### src/wdt_pkg.sv
package wdt_pkg;

  // control register layout: window code high, timeout code low
  localparam int          FIELD_W        = 4;
  localparam int          PERIOD_LSB     = 0;
  localparam int          WINDOW_LSB     = 4;
  localparam logic [7:0]  CTRL_RESET     = 8'h00;
  localparam logic        LOCK_RESET     = 1'b0;

  // timeout codes: 1 is 8 watchdog ticks, doubling up to code 0xB
  localparam logic [3:0]  CODE_OFF       = 4'h0;
  localparam logic [3:0]  CODE_MAX       = 4'hB;
  localparam int          LEN_W          = 14;
  localparam logic [13:0] BASE_TICKS     = 14'h0008;

  // protected write window, counted in retired instructions
  localparam logic [2:0]  GUARD_INSTRS   = 3'h4;

  // watchdog ticks a clear spends in the synchroniser
  localparam int          CLEAR_SYNC_LEN = 2;

  typedef enum logic [2:0] {
    ST_OFF,
    ST_NORMAL,
    ST_CLOSED,
    ST_OPEN,
    ST_FIRED
  } wd_state_type;

endpackage

### src/wd_link_if.sv
`timescale 1ns/10ps
// carries the watchdog tick and the timeout decode between blocks
interface wd_link_if;
  logic        tick;
  logic [3:0]  code [2];
  logic [13:0] len  [2];

  modport tick_src (output tick);
  modport lut      (input code, output len);
  modport core     (input tick, input len, output code);
endinterface

### src/wd_tick_detect.sv
`timescale 1ns/10ps
// turns the slow oscillator level into a one-cycle tick on its rising edge
module wd_tick_detect
(
  input  wire logic clock,
  input  wire logic rst,
  input  wire logic low_speed_wd_clock,
  wd_link_if.tick_src link
);

  logic last_level;

  // remember the previous level of the slow clock
  always_ff @(posedge clock)
  begin
    if (rst)
      last_level <= low_speed_wd_clock; // no false tick on release
    else
      last_level <= low_speed_wd_clock;
  end

  // one pulse per slow-clock period
  always_ff @(posedge clock)
  begin
    if (rst)
      link.tick <= 1'b0;
    else
      link.tick <= low_speed_wd_clock & ~last_level;
  end

endmodule

### src/wd_timeout_lut.sv
`timescale 1ns/10ps
// decodes the timeout and window codes into tick counts
module wd_timeout_lut
(
  input  wire logic clock,
  input  wire logic rst,
  wd_link_if.lut    link
);

  // code 1 gives 8 ticks, each step doubles; reserved codes clamp to max
  function automatic logic [13:0] decode(input logic [3:0] code);
    logic [3:0] shift;
    shift = 4'h0;
    if (code == wdt_pkg::CODE_OFF)
      decode = 14'h0000;
    else
    begin
      if (code > wdt_pkg::CODE_MAX)
        shift = wdt_pkg::CODE_MAX - 4'h1;
      else
        shift = code - 4'h1;
      decode = wdt_pkg::BASE_TICKS << shift;
    end
  endfunction

  // channel 0 is the open/normal timeout, channel 1 the closed period
  genvar g;
  for (g = 0; g < 2; g++)
  begin : chan
    always_ff @(posedge clock)
    begin
      if (rst)
        link.len[g] <= 14'h0000;
      else
        link.len[g] <= decode(link.code[g]);
    end
  end

endmodule

### src/windowed_watchdog_timer.sv
`timescale 1ns/10ps
// Contract
// watchdog enabled when timeout code is non-zero, disabled when zero
// enabled and no clear before timeout expires: request system reset
// counter advances on ticks of the 1.024 kHz low-power oscillator
// eleven timeout codes from 8 ms up to 8 s
// every accepted clear starts a fresh full timeout period
// single-period normal mode while window code is zero
// non-zero window code enables window mode, zero disables it
// in window mode a clear during the closed period requests reset
// open period always follows closed; total is closed plus open
// window sequence starts only after first clear after enable or debug
// control and lock writes ignored without the unlock sequence
// control reset from boot fuse; non-zero timeout sets lock at boot
// while locked, control register contents cannot change
// software may only set lock; clearing needs debug halt
// counting continues in active and all sleep modes with oscillator
// counting and reset request survive a stopped system clock; here every register runs on clock, so counting stops with it
// debug halt suspends operation and clears the counter
// restart from debug in window mode skips first closed period
// code writes synchronised to watchdog domain with a pending flag
// host must not write control while the pending flag is set
// a clear takes effect after two to three watchdog ticks
// window code uses the same doubling encoding as timeout code
// pending flag set on control write, cleared when sync completes
// protected write must follow the unlock key within four instructions
// single reset-request output, held until system reset
module windowed_watchdog_timer
(
  input  wire logic        clock,
  input  wire logic        rst,
  input  wire logic        low_speed_wd_clock,
  input  wire logic        guard_key_write,
  input  wire logic        instr_retire,
  input  wire logic        ctrl_write,
  input  wire logic [7:0]  ctrl_wdata,
  input  wire logic        lock_write,
  input  wire logic        lock_wdata,
  input  wire logic        watchdog_clear_instr,
  input  wire logic        debug_halt,
  input  wire logic [7:0]  boot_config_fuse,
  output logic      [7:0]  wd_control_reg,
  output logic             lock_bit,
  output logic             sync_pending_flag,
  output logic             reset_request,
  output logic             wd_enabled,
  output logic             window_closed,
  output logic             window_open,
  output logic      [13:0] wd_count
);

  // tick and decoded lengths shared with the helper blocks
  wd_link_if link ();

  // boot load and protected write path
  logic                              boot_pending;
  logic [2:0]                        guard_count;
  logic                              guard_open;
  logic                              ctrl_accept;
  logic                              lock_accept;
  // watchdog-domain code copies and clear pipeline
  logic [3:0]                        active_period;
  logic [3:0]                        active_window;
  logic                              clear_req;
  logic [wdt_pkg::CLEAR_SYNC_LEN-1:0] clear_pipe;
  logic                              clear_effect;
  // counting state machine
  wdt_pkg::wd_state_type             state;
  wdt_pkg::wd_state_type             next_state;
  logic [13:0]                       next_count;
  logic [13:0]                       count_inc;
  logic                              running;

  // slow clock edge detector and code-to-length decoder
  wd_tick_detect tick_unit
  (
    .clock              (clock),
    .rst                (rst),
    .low_speed_wd_clock (low_speed_wd_clock),
    .link               (link.tick_src)
  );

  wd_timeout_lut lut_unit
  (
    .clock (clock),
    .rst   (rst),
    .link  (link.lut)
  );

  // the decoder looks at the synchronised copies only
  assign link.code[0] = active_period;
  assign link.code[1] = active_window;

  // fuse contents are taken on the first edge after reset release
  always_ff @(posedge clock)
  begin
    if (rst)
      boot_pending <= 1'b1;
    else
      boot_pending <= 1'b0;
  end

  // unlock window: key write opens it for a count of retired instructions
  always_ff @(posedge clock)
  begin
    if (rst)
      guard_count <= 3'h0;
    else if (guard_key_write)
      guard_count <= wdt_pkg::GUARD_INSTRS;
    else if (instr_retire && guard_count != 3'h0)
      guard_count <= guard_count - 3'h1;
  end

  // window stays open while instructions remain
  assign guard_open = (guard_count != 3'h0);

  // protected writes need the unlock window; control also needs no lock
  assign ctrl_accept = ctrl_write & guard_open & ~lock_bit & ~boot_pending;
  assign lock_accept = lock_write & guard_open & ~boot_pending;

  // control register: fuse at boot, protected software writes afterwards
  always_ff @(posedge clock)
  begin
    if (rst)
      wd_control_reg <= wdt_pkg::CTRL_RESET;
    else if (boot_pending)
      wd_control_reg <= boot_config_fuse;
    else if (ctrl_accept)
      wd_control_reg <= ctrl_wdata;
  end

  // lock: set at boot by a non-zero fuse timeout, set-only for software outside debug halt
  always_ff @(posedge clock)
  begin
    if (rst)
      lock_bit <= wdt_pkg::LOCK_RESET;
    else if (boot_pending)
      lock_bit <= boot_config_fuse[wdt_pkg::PERIOD_LSB +: wdt_pkg::FIELD_W]
                  != wdt_pkg::CODE_OFF;
    else if (lock_accept && lock_wdata)
      lock_bit <= 1'b1;
    else if (lock_accept && !lock_wdata && debug_halt)
      lock_bit <= 1'b0;
  end

  // pending flag: a new write wins over completion in the same cycle
  always_ff @(posedge clock)
  begin
    if (rst)
      sync_pending_flag <= 1'b0;
    else if (boot_pending || ctrl_accept)
      sync_pending_flag <= 1'b1;
    else if (link.tick)
      sync_pending_flag <= 1'b0;
  end

  // codes move into the watchdog domain on a slow-clock tick
  always_ff @(posedge clock)
  begin
    if (rst)
    begin
      active_period <= wdt_pkg::CODE_OFF;
      active_window <= wdt_pkg::CODE_OFF;
    end
    else if (link.tick && sync_pending_flag)
    begin
      active_period <= wd_control_reg[wdt_pkg::PERIOD_LSB +: wdt_pkg::FIELD_W];
      active_window <= wd_control_reg[wdt_pkg::WINDOW_LSB +: wdt_pkg::FIELD_W];
    end
  end

  // clear request held until the next tick; a new clear beats the drain
  always_ff @(posedge clock)
  begin
    if (rst || debug_halt)
      clear_req <= 1'b0;
    else if (watchdog_clear_instr)
      clear_req <= 1'b1;
    else if (link.tick)
      clear_req <= 1'b0;
  end

  // clear crosses two ticks, then acts on the third edge
  always_ff @(posedge clock)
  begin
    if (rst || debug_halt)
      clear_pipe <= '0;
    else if (link.tick)
      clear_pipe <= {clear_pipe[wdt_pkg::CLEAR_SYNC_LEN-2:0], clear_req};
  end

  // the delayed clear acts only on a tick, so it lines up with counting
  assign clear_effect = link.tick & clear_pipe[wdt_pkg::CLEAR_SYNC_LEN-1];

  // running follows the synchronised timeout code, not the written one
  assign running   = (active_period != wdt_pkg::CODE_OFF);

  // next count value; lengths top out well below the counter's range
  assign count_inc = wd_count + 14'h0001;

  // next state and count; only slow ticks advance, never the system clock
  always_comb
  begin
    next_state = state;
    next_count = wd_count;
    case (state)
      wdt_pkg::ST_OFF:
      begin
        next_count = 14'h0000;
        if (running && !debug_halt)
          next_state = wdt_pkg::ST_NORMAL;
      end
      wdt_pkg::ST_NORMAL:
      begin
        if (!running)
        begin
          next_state = wdt_pkg::ST_OFF;
          next_count = 14'h0000;
        end
        else if (clear_effect)
        begin
          next_count = 14'h0000;
          if (active_window != wdt_pkg::CODE_OFF)
            next_state = wdt_pkg::ST_CLOSED;
        end
        else if (link.tick)
        begin
          if (count_inc >= link.len[0])
            next_state = wdt_pkg::ST_FIRED;
          else
            next_count = count_inc;
        end
      end
      wdt_pkg::ST_CLOSED:
      begin
        if (!running)
        begin
          next_state = wdt_pkg::ST_OFF;
          next_count = 14'h0000;
        end
        else if (active_window == wdt_pkg::CODE_OFF)
        begin
          next_state = wdt_pkg::ST_NORMAL;
          next_count = 14'h0000;
        end
        else if (clear_effect)
          next_state = wdt_pkg::ST_FIRED;
        else if (link.tick)
        begin
          if (count_inc >= link.len[1])
          begin
            next_state = wdt_pkg::ST_OPEN;
            next_count = 14'h0000;
          end
          else
            next_count = count_inc;
        end
      end
      wdt_pkg::ST_OPEN:
      begin
        if (!running)
        begin
          next_state = wdt_pkg::ST_OFF;
          next_count = 14'h0000;
        end
        else if (clear_effect)
        begin
          next_count = 14'h0000;
          if (active_window != wdt_pkg::CODE_OFF)
            next_state = wdt_pkg::ST_CLOSED;
          else
            next_state = wdt_pkg::ST_NORMAL;
        end
        else if (link.tick)
        begin
          if (count_inc >= link.len[0])
            next_state = wdt_pkg::ST_FIRED;
          else
            next_count = count_inc;
        end
      end
      wdt_pkg::ST_FIRED:
      begin
        // only rst leaves this state, so the request cannot drop
        next_state = wdt_pkg::ST_FIRED;
      end
      default:
      begin
        next_state = wdt_pkg::ST_OFF;
        next_count = 14'h0000;
      end
    endcase
    // a halted CPU freezes the watchdog with a cleared counter
    if (debug_halt && state != wdt_pkg::ST_FIRED)
    begin
      next_count = 14'h0000;
      next_state = running ? wdt_pkg::ST_NORMAL : wdt_pkg::ST_OFF;
    end
  end

  // state and counter registers
  always_ff @(posedge clock)
  begin
    if (rst)
    begin
      state    <= wdt_pkg::ST_OFF;
      wd_count <= 14'h0000;
    end
    else
    begin
      state    <= next_state;
      wd_count <= next_count;
    end
  end

  // registered status views of running and the next state
  always_ff @(posedge clock)
  begin
    if (rst)
    begin
      wd_enabled    <= 1'b0;
      window_closed <= 1'b0;
      window_open   <= 1'b0;
    end
    else
    begin
      wd_enabled    <= running;
      window_closed <= (next_state == wdt_pkg::ST_CLOSED);
      window_open   <= (next_state == wdt_pkg::ST_OPEN);
    end
  end

  // reset request to the reset controller, held until reset arrives
  always_ff @(posedge clock)
  begin
    if (rst)
      reset_request <= 1'b0;
    else if (next_state == wdt_pkg::ST_FIRED)
      reset_request <= 1'b1;
  end

endmodule
### config.mk
export PLATFORM = sky130hd
export DESIGN_NAME = windowed_watchdog_timer
export DESIGN_NICKNAME = d
export VERILOG_FILES = /design/src/wdt_pkg.sv /design/src/wd_link_if.sv /design/src/wd_tick_detect.sv /design/src/wd_timeout_lut.sv /design/src/windowed_watchdog_timer.sv
export SDC_FILE = /design/constraint.sdc
export NUM_CORES = 1
export LEC_CHECK = 0
export BUFFER_PORTS_ARGS = -buffer_cell sky130_fd_sc_hd__buf_2
export CAP_MARGIN = 20
export CORE_UTILIZATION = 58
export CTS_CLUSTER_SIZE = 8
export DETAILED_ROUTE_END_ITERATION = 10
export PLACE_DENSITY = 0.77
export SETUP_SLACK_MARGIN = 0.5
export SYNTH_ARGS = -nofsm -noshare
export SYNTH_HDL_FRONTEND = slang
export SYNTH_SLANG_ARGS = --single-unit
### constraint.sdc
create_clock -name clock -period 3.65 [get_ports clock]
set_input_delay 0.1825 -clock clock [delete_from_list [all_inputs] [get_ports clock]]
set_output_delay 0.1825 -clock clock [all_outputs]
set_load 0.03 [all_outputs]
After elaboration in Yosys (flattened, before gate mapping)
Cells that the tools add are included.

Bits in registers: 76. Bits of input ports: 26. Output and inout bits: 28. Logic and storage cells: 126.

$add $sub $neg: 4. $lt $le $gt $ge: 4. Equality and inequality tests: 12. Shifts and indexed selects: 2. Multiplexer cells: 44. Bitwise gates (word level): 11. Reductions and logical operators: 29.

Operator list (count): $mux W14 (9); $mux W3 (16); $pmux W14 S3 (1); $ge A14 B14 Y1 (2); $shl A4 B4 Y14 const A (2); $mux W4 (6); $mux W8 (2); $pmux W3 S5 (1); $add A14 B1 Y14 const B (1); $eq A3 B2 Y1 const B (4); $reduce_bool A4 Y1 (3); $reduce_or A2 Y1 (5); $gt A4 B4 Y1 const B (2); $logic_not A4 Y1 (2); $mux W1 (8); $ne A4 B3 Y1 const B (2); $ne A4 B4 Y1 const B (2); $reduce_bool A2 Y1 (4); $sub A4 B1 Y4 const B (2); $and A1 B1 Y1 (7); $logic_and A1 B1 Y1 (7); $eq A3 B3 Y1 const B (2); $reduce_bool A3 Y1 (2); $reduce_and A5 Y1 (1); 8 further kinds (13).

Depth between registers and ports, before layout
Word-level depth: 10. Depth in mapped cells: 13. Gate-level depth less buffers: 12.

Cells and area by module
Synthesis repeated with hierarchy kept, for this count alone.

Cells, all modules: 464. Area, all modules: 3972.6 sq um.

By module, submodules not included: windowed_watchdog_timer (times used 1, cells an instance 343, area each 2847.7 sq um, seq. area each 920.9 sq um); wd_timeout_lut (times used 1, cells an instance 118, area each 1072.3 sq um, seq. area each 440.4 sq um); wd_tick_detect (times used 1, cells an instance 3, area each 52.6 sq um, seq. area each 40.0 sq um).

Worst setup path after synthesis
No wires, ideal clock.

Path type: register to register. Start point: reg wd_count[2]. End point: reg window_closed. Arrival: 3.401 ns. Path slack: 0.134 ns. Stages on the path, launching flop included: 12. Clock period less this slack: 3.516 ns. Path through: dfxtp_1 -> nand3_1 -> or4_4 -> nor2_1 -> xor2_1 -> ha_1 -> a211oi_1 -> nor2_1 -> or3_4 -> a2111o_1 -> a32o_1 -> and2_1.

Cells in the longest elaborated chain, start to end: 10.

Ends and longest elaborated chain: start: declaration (RTL line windowed_watchdog_timer.sv:49) `output logic [13:0] wd_count`; start signal: assignment (RTL line windowed_watchdog_timer.sv:312) `wd_count <= next_count;`; $add A14 B1 Y14 (*) (RTL line windowed_watchdog_timer.sv:199) `assign count_inc = wd_count + 14'h0001;`; $ge A14 B14 Y1 (RTL line windowed_watchdog_timer.sv:250) `if (count_inc >= link.len[1])`; $mux W3 (RTL line windowed_watchdog_timer.sv:250); $mux W3 (RTL line windowed_watchdog_timer.sv:248) `else if (link.tick)`; $mux W3 (RTL line windowed_watchdog_timer.sv:246) `else if (clear_effect)`; $mux W3 (RTL line windowed_watchdog_timer.sv:241) `else if (active_window == wdt_pkg::CODE_OFF)`; $mux W3 (RTL line windowed_watchdog_timer.sv:236) `if (!running)`; $pmux W3 S5 (*) (RTL line windowed_watchdog_timer.sv:206) `case (state)`; $mux W3 (*) (RTL line windowed_watchdog_timer.sv:294) `if (debug_halt && state != wdt_pkg::ST_FIRED)`; $eq A3 B2 Y1 (*) (RTL line windowed_watchdog_timer.sv:328) `window_closed <= (next_state == wdt_pkg::ST_CLOSED);`; end signal: assignment (RTL line windowed_watchdog_timer.sv:328); end: declaration (RTL line windowed_watchdog_timer.sv:47) `output logic window_closed,`.

Mark *: on every way between the ends. The rest lies on a longest branch, timed or not. A chain may end at the register's enable or synchronous reset.

Worst setup path in the final report
Start point: reg wd_count[2]. End point: reg wd_count[2].

Cells in the longest elaborated chain, start to end: 8.

Ends and longest elaborated chain (RTL line): $add A14 B1 Y14 (*) (windowed_watchdog_timer.sv:199); $ge A14 B14 Y1 (windowed_watchdog_timer.sv:250); $mux W14 (windowed_watchdog_timer.sv:250); $mux W14 (windowed_watchdog_timer.sv:248); $mux W14 (windowed_watchdog_timer.sv:246); $mux W14 (windowed_watchdog_timer.sv:241); $mux W14 (windowed_watchdog_timer.sv:236); $pmux W14 S3 (windowed_watchdog_timer.sv:206).

Mark *: on every way between the ends. The rest lies on a longest branch, timed or not. The select of a mux whose other input is x is not followed.

==> run summary <==
The via count of the first global-routing pass came out at 3286. The net count of the mapped netlist is 536. Setup repair after global routing could not meet its margin everywhere. The worst register-to-register path begins at wd_count[2]$_SDFFE_PP0P_.

Once placement completed, the tool counted placed cells totaling 594. Measured along the y axis, the die boundary spans 83.77 um. The leading cell type in the layout, fill and taps excluded is dfxtp_1. Among the stages of the critical path, the cell type that occurs most often is buf_4. The root buffer selected by CTS was clkbuf_8. The CTS clock-pin slew for the worst setup and hold paths came out at 0.07 ns.

Critical path arrival: 3.59 ns. In the layout the commonest cells are dfxtp_1, buf_2, nor2_1, nand2_1. The worst setup path is launched from a flip-flop. After floorplanning, the core was divided into 29 placement rows.

The worst hold path belongs to the class primary input to flip-flop. For the internal power summed over all cells, the log shows 1080 uW. The initial antenna violation count was 0.

The clock tree skew after final layout is 0.005918 ns, and the detailed-routing iteration count for the pre-antenna-repair pass is 5. The synthesized netlist cell count was 481; the number of cells traversed by the worst register-to-register path was 14. The run finished with clean final reports. The area added between synthesis and finish is 26.27%, and the aggregate global-route resource usage is 27.39%. The total via count after detailed routing was 3809; the sum of negative setup slack was 0 ns. Of the total synthesized cell area, the portion taken by AND, OR, NAND and NOR gates is 25.33%. Setup violations remaining at the end of the flow were counted as 0. The global placement routability congestion was 0.8684; the number of hold violations in the final report was 0. After synthesis, flip-flops and latches occupy 36.14% of the total area. Count of unique library cells instantiated by Yosys: 59. The clock network is responsible for 38.0% of the overall power. The tools report the least setup slack across all paths after layout as 0.2997 ns. For the worst setup path, the data required time is 3.88 ns. After synthesis, the largest family of logic cells by area is simple AND/OR/NAND/NOR gates. The count of nets after finishing came out at 608. Category of the worst setup path capture point: a flip-flop. Walking the worst path, the cells encountered are nand3_4 > or4_4 > nor2_4 > xor2_2 > buf_4 > ha_4 > a21oi_2 > o21ai_2 > a221oi_2 > buf_4 > a32o_2 > clkbuf_16 > nand4_1 > o211ai_1. After global routing the overflow that remains totals 0. VDD sags by at most 323.6 uV.

Of the available clock period, the critical path in the final layout requires 91.79%. For this run, the share of the core covered by cells in the final layout is 76.67%. TritonCTS built the clock tree. For this run, the leading register cell type out of synthesis is dfxtp_1.

The critical register-to-register path endpoint was wd_count[2]$_SDFFE_PP0P_. The run gives 298.5 MHz as the fmax. Per report_power, the combinational group accounts for 8.1% of the total. The tools report the launch instance of the worst min-delay path as guard_key_write. The tools report the I/O pin total as 54. The routed design has 10360 um of wire. The portion of synthesized area spent on multiplexers is 3.098%. A synthesized cell averages 8.061 um^2. In this design, the stage delay of the slowest critical-path cell is 0.59 ns. The run gives 70 as the sink count of the clock tree. The H-tree was split into 3 levels.

The synthesized netlist devotes 17.01% of its cell area to compound gates. After detailed routing, the number of remaining DRC violations is 0. The worst pin sits at a relative slew slack of 52.38%. The tools report the count of pins over their slew limit as 0. After Yosys synthesis, XOR and XNOR cells account for 3.162% of the synthesized area. The number of storage elements in the synthesis netlist is 70, and the largest fanout on the critical path is 5. The standby leakage power is 0.001939 uW, and the reg2reg setup slack is 0.30 ns.

The first routing iteration left 259 violations. The number of buffers created by CTS is 9, and the cell area after synthesis is 0.003877 mm^2. The number of enable flip-flop cells after synthesis was 0. Of all flip-flops after synthesis, the portion carrying an async set or reset was 0%. The average vias per placed instance was 5.998. The areal power density over the cells is 299.1 mW/mm^2.

The fraction of final layout cells sized beyond drive strength 1 was 27.24%; the post-DP HPWL was 6565 um. The tools report the initial core utilization as 60.72%. The clock tree buffer depth was 2; the hold path depth was 2. The pre-CTS worst setup slack was 0.01590 ns. The largest individual stage delay along the critical path comes from the cell or4_4. At the pin with the least slew margin, the transition time is 0.7133 ns. The floorplan step defined a die boundary enclosing 0.007017 mm^2. The register with the most flip-flops in the layout has 22 of them. The run gives 0.006386 mm^2 as the core box area. For the number of standard cells in the layout, taps in and fillers out, the log shows 635. The max-cap check violation count is 0, and the port buffer count is 53. The critical path is of the flip-flop to flip-flop type.

The average wire per cell in the routed design came out at 16.31 um. The net switching share of the total power is 26.27%, and the number of diodes added for antenna fixing is 0. The worst path needs 3.350 ns of the cycle, external delays included.

Wire length of the first global-routing pass: 15380 um. The die extent in x is 83.77 um. Count of yosys warnings during synthesis: 0.

Clock latency on the worst-skew pair, taken at its later pin, is 0.35 ns. For this design the total switching power over the nets is 384.7 uW. The tools report the endpoint of the worst hold path as guard_count[0]$_SDFFE_PP0P_.

The synthesized netlist devotes 9.358% of its cell area to adder and majority cells. Once detail routing completed, the nets flagged for antenna violations numbered 0. The register share of total power is 53.9%, and the maximum number of pins on one net before global-route repair is 41.
[worst max-delay path: cells and delay by family, from the launching register on]
kind | cells | cell delay, ns
AND/OR/NAND/NOR | 4 | 0.94
AO/OA/AOI/OAI | 5 | 0.93
buffers and inverters | 3 | 0.56
flip-flops | 1 | 0.38
XOR/XNOR | 1 | 0.22
adder cells (fa/ha/maj) | 1 | 0.20
[synthesized netlist by cell type, types with 9 or more instances]
cell type | number | share of area [%]
inv_1 | 34 | 3.3
nand2_1 | 50 | 4.8
nand4_1 | 24 | 3.9
o21ai_0 | 14 | 1.8
mux2i_1 | 12 | 3.1
xnor2_1 | 9 | 2.0
nor3_1 | 17 | 2.2
nor2_1 | 56 | 5.4
a21oi_1 | 37 | 4.8
nand3_1 | 16 | 2.1
ha_1 | 29 | 9.4
dfxtp_1 | 70 | 36
clkbuf_1 | 16 | 1.5
[layer usage]
| layer | GRT usage, % | vias to the layer above | routed length [um] |
|---|---|---|---|
| met5 | 0 | - | 0 |
| met4 | 13.56 | 0 | 486 |
| met3 | 3.858 | 47 | 598 |
| met2 | 45.01 | 169 | 4978 |
| met1 | 35.25 | 1736 | 4293 |
| li1 | - | 1857 | - |
[worst max path at each step]
| stage | slack, ns | start | cells after the start | to |
|---|---|---|---|---|
| final | 0.30 | wd_count[2]$_SDFFE_PP0P_ | 14 | wd_count[2]$_SDFFE_PP0P_ |
| after global routing | 0.22 | wd_count[0]$_SDFFE_PP0P_ | 14 | wd_count[2]$_SDFFE_PP0P_ |
| after CTS | 0.49 | wd_count[6]$_SDFFE_PP0P_ | 11 | window_closed$_SDFF_PP0_ |
| after detailed placement | 0.02 | wd_count[2]$_SDFFE_PP0P_ | 11 | wd_count[2]$_SDFFE_PP0P_ |
| after global placement | 0.14 | wd_count[2]$_SDFFE_PP0P_ | 11 | wd_count[3]$_SDFFE_PP0P_ |
| after floorplan | 0.51 | wd_count[2]$_SDFFE_PP0P_ | 11 | window_closed$_SDFF_PP0_ |
[logic make-up (layout without fill, tap and decap cells)]
kind of cell	Yosys count	in the layout
AOI/OAI and AO/OA	99	99
xor gates and xnor gates	14	14
adders and majority gates	29	29
buffers and inverters	58	135
DFF	70	70
muxes	12	12
and+or+nand+nor	199	199
[repair_timing]
action                                  in CTS  in global routing
buffers inserted                             8                 13
endpoints found under the hold margin        1                  0
resized for setup                           21                 24
endpoints found under the setup margin      18                 18
gates cloned                                 0                  3
pin swaps                                   13                 27
hold buffers                                 1                  0
[cell type report]
class	count	area (um^2)
tap	77	96.34
clock buffer	12	145.1
timing repair buffer	85	571.8
multi-input combinational	353	2502
clock inverter	4	21.27
fill	463	1490
sequential	70	1431
inverter	34	127.6
[power by group through the flow]
stage	Combinational (uW)	Sequential, uW	Clock, uW
floorplan	70.0	816	0
global placement	113	808	0
detailed placement	116	808	0
CTS	118	789	559
global route	132	792	587
finish	119	789	557
[stage by stage]
step	instance area, um^2	hold WS, ns	power (uW)
global route	4896	0.01724	1511
floorplan	3930	0.2102	886.0
detailed placement	4255	0.3022	923.7
finish	4896	0.01887	1464
global placement	4255	0.3002	920.9
CTS	4591	0.01166	1466
(Power assumes the default switching activity.)
